<file path="src/rtl/supervision_counter_defines.vh">
// Purpose: Constants for the index-port supervision counter
// Assumes: 125 MHz system clock
// Notes:   Offsets are index values written through the address port
`ifndef SUPERVISION_COUNTER_DEFINES_VH
`define SUPERVISION_COUNTER_DEFINES_VH

// ----------------------------------------------------------------
// Port selection and key values
// ----------------------------------------------------------------
`define SC_PORT_ADDR      1'b0
`define SC_PORT_DATA      1'b1
`define SC_KEY_UNLOCK     8'h87
`define SC_KEY_LOCK       8'hAA
`define SC_LDEV_NUM       8'h08
`define SC_ACT_ON         8'h01

// ----------------------------------------------------------------
// Register indexes
// ----------------------------------------------------------------
`define SC_IDX_LDEV       8'h07
`define SC_IDX_ACT        8'h30
`define SC_IDX_UNIT       8'hF0
`define SC_IDX_COUNT      8'hF1
`define SC_IDX_CTRL       8'hF2

// ----------------------------------------------------------------
// Field positions
// ----------------------------------------------------------------
`define SC_UNIT_MIN_BIT   3
`define SC_CTRL_MOUSE_BIT 7
`define SC_CTRL_KBD_BIT   6
`define SC_CTRL_FORCE_BIT 5
`define SC_CTRL_STAT_BIT  4

// ----------------------------------------------------------------
// Reset values
// ----------------------------------------------------------------
`define SC_RST_BYTE       8'h00

// ----------------------------------------------------------------
// Timing: one second and sixty seconds at 125 MHz
// ----------------------------------------------------------------
`define SC_CLK_HZ         125000000
`define SC_SEC_CYCLES     (`SC_CLK_HZ * 1)
`define SC_MIN_SECONDS    60

`endif

</file>
<file path="src/rtl/index_port_watchdog_timer.v">
// Purpose: Supervision counter reached through an index/data port pair
// Assumes: Host port strobes are synchronous one-cycle pulses; mouse and
//          keyboard activity arrive from pins and are synchronised here
// Notes:   Timeout output is a level held until the count is rewritten
//
// Notes on behaviour
// RQ1: Host writes an index to the address port, then accesses data port.
// RQ2: Two successive unlock key writes to the address port unlock access.
// RQ3: Lock key on the address port relocks until the next unlock.
// RQ4: Writing the device number to select register maps indexes here.
// RQ5: Counter runs only when activation register holds one; off at reset.
// RQ6: Unit register bit 3 picks seconds (0, default) or minutes (1).
// RQ7: Count register holds interval; zero stops, 1 to 255 sets interval.
// RQ8: Any write to the count register restarts countdown from new value.
// RQ9: Interval expiry without restart raises the timeout output.
// RQ10: Control bit 7 lets mouse activity restart the count; reset clear.
// RQ11: Control bit 6 lets keyboard activity restart the count; reset clear.
// RQ12: Writing one to control bit 5 forces timeout, then self-clears.
// RQ13: Control bit 4 reads one once timeout has been reached.
// RQ14: Data port writes are ignored while the device is locked.
`timescale 1ns/1ps
`include "supervision_counter_defines.vh"

module index_port_watchdog_timer (
  // Clock, reset, enable
  input  wire       i_sys_clk,
  input  wire       i_nrst,
  input  wire       i_ce,
  // Host port access
  input  wire       i_port_sel,
  input  wire       i_wr,
  input  wire       i_rd,
  input  wire [7:0] i_wdata,
  output reg  [7:0] o_rdata,
  // Activity pins
  input  wire       i_mouse_act,
  input  wire       i_kbd_act,
  // Timeout
  output reg        o_timeout
);

  // ----------------------------------------------------------------
  // Constants
  // ----------------------------------------------------------------
  // Counts are worked out wide, then cut to the bits the counters hold
  localparam [31:0] SEC_WIDE = `SC_SEC_CYCLES - 1;
  localparam [31:0] MIN_WIDE = `SC_MIN_SECONDS - 1;
  localparam [26:0] SEC_LAST = SEC_WIDE[26:0];
  localparam [5:0]  MIN_LAST = MIN_WIDE[5:0];
  localparam        ST_LOCKED = 2'b00;
  localparam        ST_HALF   = 2'b01;
  localparam        ST_OPEN   = 2'b10;

  function is_idx;
    input [7:0] idx;
    input [7:0] want;
    begin
      is_idx = (idx == want);
    end
  endfunction

  // ----------------------------------------------------------------
  // State
  // ----------------------------------------------------------------
  reg [1:0]  key_ff;
  reg [7:0]  index_ff;
  reg [7:0]  ldev_ff;
  reg [7:0]  act_ff;
  reg [7:0]  unit_ff;
  reg [7:0]  count_ff;
  reg        mouse_en_ff;
  reg        kbd_en_ff;
  reg [7:0]  remain_ff;
  reg [26:0] tick_ff;
  reg [5:0]  sec_ff;
  reg [1:0]  mouse_sync_ff;
  reg [1:0]  kbd_sync_ff;
  reg        mouse_prev_ff;
  reg        kbd_prev_ff;

  wire open_acc  = (key_ff == ST_OPEN);
  wire addr_wr   = i_wr && (i_port_sel == `SC_PORT_ADDR);
  // Locked data writes are dropped outright [RQ14]
  wire data_wr   = i_wr && (i_port_sel == `SC_PORT_DATA) && open_acc;
  wire dev_sel   = (ldev_ff == `SC_LDEV_NUM);                   // [RQ4]
  wire reg_wr    = data_wr && dev_sel;
  wire running   = (act_ff == `SC_ACT_ON);                      // [RQ5]
  wire wr_count  = reg_wr && is_idx(index_ff, `SC_IDX_COUNT);
  wire wr_ctrl   = reg_wr && is_idx(index_ff, `SC_IDX_CTRL);
  wire force_to  = wr_ctrl && i_wdata[`SC_CTRL_FORCE_BIT];      // [RQ12]
  // Rising edges only, so a held line restarts once, not forever
  wire mouse_evt = mouse_sync_ff[1] && !mouse_prev_ff;
  wire kbd_evt   = kbd_sync_ff[1] && !kbd_prev_ff;
  wire kick      = (mouse_en_ff && mouse_evt)                   // [RQ10]
                 || (kbd_en_ff && kbd_evt);                     // [RQ11]
  wire use_min   = unit_ff[`SC_UNIT_MIN_BIT];                   // [RQ6]
  wire sec_tick  = (tick_ff == SEC_LAST);
  wire unit_tick = sec_tick && (!use_min || sec_ff == MIN_LAST);

  // ----------------------------------------------------------------
  // Key sequence and index latch
  // ----------------------------------------------------------------
  always @(posedge i_sys_clk or negedge i_nrst) begin
    if (!i_nrst) begin
      key_ff   <= ST_LOCKED;
      index_ff <= `SC_RST_BYTE;
    end else if (i_ce && addr_wr) begin
      if (i_wdata == `SC_KEY_LOCK) begin
        key_ff <= ST_LOCKED;                                    // [RQ3]
      end else begin
        case (key_ff)
          ST_LOCKED: key_ff <= (i_wdata == `SC_KEY_UNLOCK) ?
                               ST_HALF : ST_LOCKED;             // [RQ2]
          ST_HALF:   key_ff <= (i_wdata == `SC_KEY_UNLOCK) ?
                               ST_OPEN : ST_LOCKED;             // [RQ2]
          ST_OPEN:   key_ff <= ST_OPEN;
          default:   key_ff <= ST_LOCKED;
        endcase
        if (open_acc) begin
          index_ff <= i_wdata;                                  // [RQ1]
        end
      end
    end
  end

  // ----------------------------------------------------------------
  // Configuration registers
  // ----------------------------------------------------------------
  always @(posedge i_sys_clk or negedge i_nrst) begin
    if (!i_nrst) begin
      ldev_ff     <= `SC_RST_BYTE;
      act_ff      <= `SC_RST_BYTE;
      unit_ff     <= `SC_RST_BYTE;
      count_ff    <= `SC_RST_BYTE;
      mouse_en_ff <= 1'b0;
      kbd_en_ff   <= 1'b0;
    end else if (i_ce) begin
      if (data_wr && is_idx(index_ff, `SC_IDX_LDEV)) begin
        ldev_ff <= i_wdata;                                     // [RQ4]
      end
      if (reg_wr && is_idx(index_ff, `SC_IDX_ACT)) begin
        act_ff <= i_wdata;                                      // [RQ5]
      end
      if (reg_wr && is_idx(index_ff, `SC_IDX_UNIT)) begin
        unit_ff <= i_wdata;                                     // [RQ6]
      end
      if (wr_count) begin
        count_ff <= i_wdata;                                    // [RQ7]
      end
      if (wr_ctrl) begin
        mouse_en_ff <= i_wdata[`SC_CTRL_MOUSE_BIT];             // [RQ10]
        kbd_en_ff   <= i_wdata[`SC_CTRL_KBD_BIT];               // [RQ11]
      end
    end
  end

  // ----------------------------------------------------------------
  // Activity synchronisers
  // ----------------------------------------------------------------
  always @(posedge i_sys_clk or negedge i_nrst) begin
    if (!i_nrst) begin
      mouse_sync_ff <= 2'h0;
      kbd_sync_ff   <= 2'h0;
      mouse_prev_ff <= 1'b0;
      kbd_prev_ff   <= 1'b0;
    end else if (i_ce) begin
      mouse_sync_ff <= {mouse_sync_ff[0], i_mouse_act};
      kbd_sync_ff   <= {kbd_sync_ff[0], i_kbd_act};
      mouse_prev_ff <= mouse_sync_ff[1];
      kbd_prev_ff   <= kbd_sync_ff[1];
    end
  end

  // ----------------------------------------------------------------
  // Countdown
  // ----------------------------------------------------------------
  always @(posedge i_sys_clk or negedge i_nrst) begin
    if (!i_nrst) begin
      remain_ff <= `SC_RST_BYTE;
      tick_ff   <= 27'h0;
      sec_ff    <= 6'h0;
      o_timeout <= 1'b0;
    end else if (i_ce) begin
      if (force_to) begin
        o_timeout <= 1'b1;                                      // [RQ12]
      end else if (wr_count) begin
        // Rewriting the count also clears a pending timeout
        remain_ff <= i_wdata;                                   // [RQ8]
        tick_ff   <= 27'h0;
        sec_ff    <= 6'h0;
        o_timeout <= 1'b0;
      end else if (kick && !o_timeout) begin
        remain_ff <= count_ff;                                  // [RQ10]
        tick_ff   <= 27'h0;
        sec_ff    <= 6'h0;
      end else if (running && remain_ff != 8'h00 && !o_timeout) begin
        // Zero count leaves the counter stopped [RQ7]
        tick_ff <= sec_tick ? 27'h0 : tick_ff + 27'h1;
        if (sec_tick) begin
          sec_ff <= (sec_ff == MIN_LAST) ? 6'h0 : sec_ff + 6'h1;
        end
        if (unit_tick) begin
          remain_ff <= remain_ff - 8'h1;
          if (remain_ff == 8'h01) begin
            o_timeout <= 1'b1;                                  // [RQ9]
          end
        end
      end
    end
  end

  // ----------------------------------------------------------------
  // Read data
  // ----------------------------------------------------------------
  always @(posedge i_sys_clk or negedge i_nrst) begin
    if (!i_nrst) begin
      o_rdata <= `SC_RST_BYTE;
    end else if (i_ce && i_rd) begin
      if (i_port_sel == `SC_PORT_ADDR || !open_acc) begin
        o_rdata <= open_acc ? index_ff : `SC_RST_BYTE;
      end else if (is_idx(index_ff, `SC_IDX_LDEV)) begin
        o_rdata <= ldev_ff;
      end else if (!dev_sel) begin
        o_rdata <= `SC_RST_BYTE;
      end else if (is_idx(index_ff, `SC_IDX_ACT)) begin
        o_rdata <= act_ff;
      end else if (is_idx(index_ff, `SC_IDX_UNIT)) begin
        o_rdata <= unit_ff;
      end else if (is_idx(index_ff, `SC_IDX_COUNT)) begin
        o_rdata <= count_ff;
      end else if (is_idx(index_ff, `SC_IDX_CTRL)) begin
        o_rdata <= {mouse_en_ff, kbd_en_ff, 1'b0, o_timeout,
                    4'h0};                                      // [RQ13]
      end else begin
        o_rdata <= `SC_RST_BYTE;
      end
    end
  end

endmodule // index_port_watchdog_timer

</file>
<file path="config.mk">
export PLATFORM = sky130hd
export DESIGN_NAME = index_port_watchdog_timer
export DESIGN_NICKNAME = d
export VERILOG_FILES = /design/src/rtl/index_port_watchdog_timer.v
export VERILOG_INCLUDE_DIRS = /design/src /design/src/rtl
export SDC_FILE = /design/constraint.sdc
export NUM_CORES = 1
export LEC_CHECK = 0
export ABC_AREA = 1
export BUFFER_PORTS_ARGS = -buffer_cell sky130_fd_sc_hd__clkbuf_2
export CORE_ASPECT_RATIO = 0.5
export CORE_MARGIN = 4
export CORE_UTILIZATION = 40
export DETAILED_ROUTE_END_ITERATION = 12
export HOLD_SLACK_MARGIN = 0.02
export PLACE_DENSITY = 0.67
export SETUP_SLACK_MARGIN = 0.05
export SLEW_MARGIN = 20
export SYNTH_ARGS = -nofsm -noshare
export SYNTH_HDL_FRONTEND = slang
export SYNTH_SLANG_ARGS = --single-unit
export TNS_END_PERCENT = 5
</file>
<file path="constraint.sdc">
create_clock -name i_sys_clk -period 2.2 [get_ports i_sys_clk]
set_input_delay 0.22 -clock i_sys_clk [delete_from_list [all_inputs] [get_ports i_sys_clk]]
set_output_delay 0.22 -clock i_sys_clk [all_outputs]
set_load 0.005 [all_outputs]
</file>
==> results by group <==
Hold path
  • Hold Path End: mouse_sync_ff[0]
  • HP Class: in2reg
  • Hold Path Depth: 3
  • Hold Startpoint: i_mouse_act

Route
  • Starting DRT DRC Count: 458
  • Via Count: 5,794
  • ANT nets after route: 0
  • Routed WL: 16,800 um
  • Vias per Instance: 5.229
  • DR DRC count: 0
  • Length of the first detailed-routing pass in iterations: 5
  • DR WL/cell: 15.16 um

Final layout
  • Most frequent cells in the layout: nand2_1 (300), nor2_1 (108), dfrtp_1 (99), nand3_1 (79), inv_1 (70)
  • Multi-input logic area: 3272 um^2
  • Antenna cells: 0
  • Reg area: 2504 um^2
  • Fin cells: 1,108
  • Share of layout cells above drive strength 1: 0.1154
  • Layout area overhead: 11.70%
  • Commonest non-fill, non-tap cell in the layout: nand2_1
  • Fill count: 1,490
  • Final core utilization: 0.4673
  • Nets: 925

Setup path
  • Worst stage delay on the critical path: 0.42 ns
  • Bufs and invs on worst path: 4
  • Critical Path AT: 2.21 ns
  • CP startpoint kind: register
  • RR Startpoint: remain_ff[0]
  • Cell Chain, Critical Path: inv_1, ha_1, nand2_1, nor2_1, inv_1, nand2_1, inv_1, nor2_1, nor2_4, buf_4, nand2_1, o21ai_0
  • Reg-to-reg endpoint: tick_ff[0]
  • Crit path max fanout: 23
  • CP required: 2.44 ns
  • Depth of the worst register-to-register path: 12
  • Crit path kind: reg2reg
  • Top delay family on crit path: simple AND/OR/NAND/NOR gates
  • Slowest CP cell: dfrtp_1
  • CP Capture Type: register
  • Internal reg-to-reg setup slack: 0.23 ns
  • Beginning of the critical path: remain_ff[0]

CTS
  • CTS Buffer Depth: 2
  • CTS H-tree lvls: 3
  • CTS Sinks: 100
  • CTS tree: built
  • CTS Buf Count: 9
  • Worst-path clk slew: 0.09 ns
  • Worst skew pair latency: 0.37 ns
  • CTS root buf: clkbuf_16

Floorplan
  • Initial Util: 0.4183
  • Die W: 183.8 um
  • Die height: 95.91 um
  • Std cell rows: 31
  • Core area: 14,780 um^2
  • Full die area: 17,630 um^2
  • I/O pin cnt: 25

Yosys
  • #FFs+latches synth: 100
  • Cell count after synthesis: 873
  • Netlist cell types: 37
  • Yosys top cell area share: 0.4048
  • Post-synth top area cell: dfrtp_1
  • Ranking of synthesized cells by area: dfrtp_1 (40%), nand2_1 (18%), nor2_1 (6.6%)
  • Ys Warns: 0
  • Cell area after synthesis: 6182 um^2
  • Sequential fraction of the synthesis area: 0.4048
  • Mean Syn Cell Area: 7.082 um^2
  • Mapped Nets: 893

GRT
  • Vias in the first global route: 5,403
  • First-pass GRT wire length: 27,910 um
  • Largest net degree at the start of global routing: 42
  • Overflow after GRT: 0
  • Initial antenna violation count: 0
  • Total track usage: 0.1997

Power and ir drop
  • PwrDens: 553.4 nW/um^2
  • Maximum vdd drop: 0.3876 mV
  • Pwr Total: 3.821 mW
  • LEAKAGE: 3.183 nW

Timing
  • Crit path time final: 1.971 ns
  • Tcrit/Tclk final: 0.8960
  • Worst setup margin: 0.2287 ns
  • Final Setup Violations: 0
  • Fin. Hold Viols: 0
  • Setup TNS: 0 ns
  • Worst-Margin Slew: 0.4637 ns
  • Final Slew Violations: 0
  • RSZ-0062 raised after global routing: no
  • Fmax achieved: 507.3 MHz
  • Relative slew slack: 0.6900
  • Clock skew: 0.01688 ns

Placement
  • Gpl congestion: 0.9358
  • Place WS: 0.1682 ns
  • DP Wirelength: 12,670 um
  • Number of port buffers: 24
  • Dpl cells: 1,091

Job
  • Max-cap violations: 0

Run status
  • Status: finished, final reports clean
[stage by stage]
stage	hold slack, ns	instance area (um^2)
after floorplan	-0.07559	6182
after global placement	0.1001	6555
after detailed placement	0.09768	6555
after CTS	0.06953	6885
after global routing	0.09033	6905
final	0.07306	6905
[final cells by class]
cell class / count / area share
inverters: 71 / 0.03859
repair buffers: 45 / 0.04276
well taps: 198 / 0.03588
flip-flops and latches: 100 / 0.3626
clock inverters: 7 / 0.01377
clock buffers: 9 / 0.03261
multi-input cells: 678 / 0.4738
[logic make-up (layout without fill, tap and decap cells)]
family / count (synthesis) / in the layout / synth area share
xor gates and xnor gates: 10 / 10 / 0.01417
and+or+nand+nor: 553 / 553 / 0.4019
AOI/OAI and AO/OA: 111 / 111 / 0.1020
adders and majority gates: 4 / 4 / 0.008096
buffers and inverters: 95 / 132 / 0.06901
DFF: 100 / 100 / 0.4048
[layer usage]
layer	routed length, um	share of wire	GRT usage	up-vias
met5	0	0	0	-
met4	221	0.013	0.04797	0
met3	897	0.053	0.04757	18
met2	7519	0.45	0.3245	161
met1	8160	0.49	0.2731	2719
li1	-	-	-	2896
[worst min-delay path: cells and delay by family]
family | cells | cell delay, ns
buf+inv | 1 | 0.07
compound gates | 1 | 0.07
simple gates | 1 | 0.04
[how the worst max path moves through the flow]
stage / to / slack, ns / depth (start not counted)
6_report: tick_ff[0] / 0.23 / 12
5_1_grt: tick_ff[0] / 0.05 / 12
3_3_place_gp: remain_ff[6] / 0.20 / 10
3_5_place_dp: tick_ff[19] / 0.17 / 9
4_1_cts: remain_ff[1] / 0.15 / 10
2_1_floorplan: sec_ff[2] / 0.41 / 11
[sequential cells by signal, indices dropped and copies added, names as in the netlist]
register,flops
tick_ff,27
act_ff,8
count_ff,8
index_ff,8
ldev_ff,8
o_rdata,8
remain_ff,8
unit_ff,8
sec_ff,6
kbd_sync_ff,2
key_ff,2
mouse_sync_ff,2
kbd_en_ff,1
kbd_prev_ff,1
mouse_en_ff,1
mouse_prev_ff,1
o_timeout,1
[synth_stat cells]
master / instances
nand3_2: 3
nor2_4: 7
o21bai_1: 6
nor4_4: 1
xor2_1: 8
nor2_8: 1
nor4_1: 1
or2_2: 2
inv_1: 70
buf_6: 7
nand3b_1: 3
nand4_1: 28
nand2_2: 2
nand2_1: 301
and2_1: 1
xnor2_1: 2
nand4_4: 1
clkbuf_1: 6
nor3b_1: 2
buf_4: 2
dfrtp_1: 100
nand3_4: 4
o31ai_1: 1
nand2_4: 2
nor3_1: 3
nand3_1: 79
a31oi_1: 4
o21ai_1: 10
nor2_1: 108
inv_2: 1
o21ai_2: 14
buf_1: 1
ha_1: 4
buf_2: 8
nor2_2: 4
o21ai_0: 60
a21oi_1: 16
[report_power, final]
part / internal, mW / switching [mW] / total (mW)
registers: 1.87 / 0.0255 / 1.90
logic: 0.0633 / 0.138 / 0.201
clock network: 0.915 / 0.806 / 1.72
total: 2.85 / 0.969 / 3.82
[timing repair]
action,CTS,global route
setup endpoints to repair,0,31
setup buffers,0,0
gates resized for setup,0,5
endpoints found under the hold margin,39,0
hold buffers,1,0
Power figures use the tool's default switching activity.
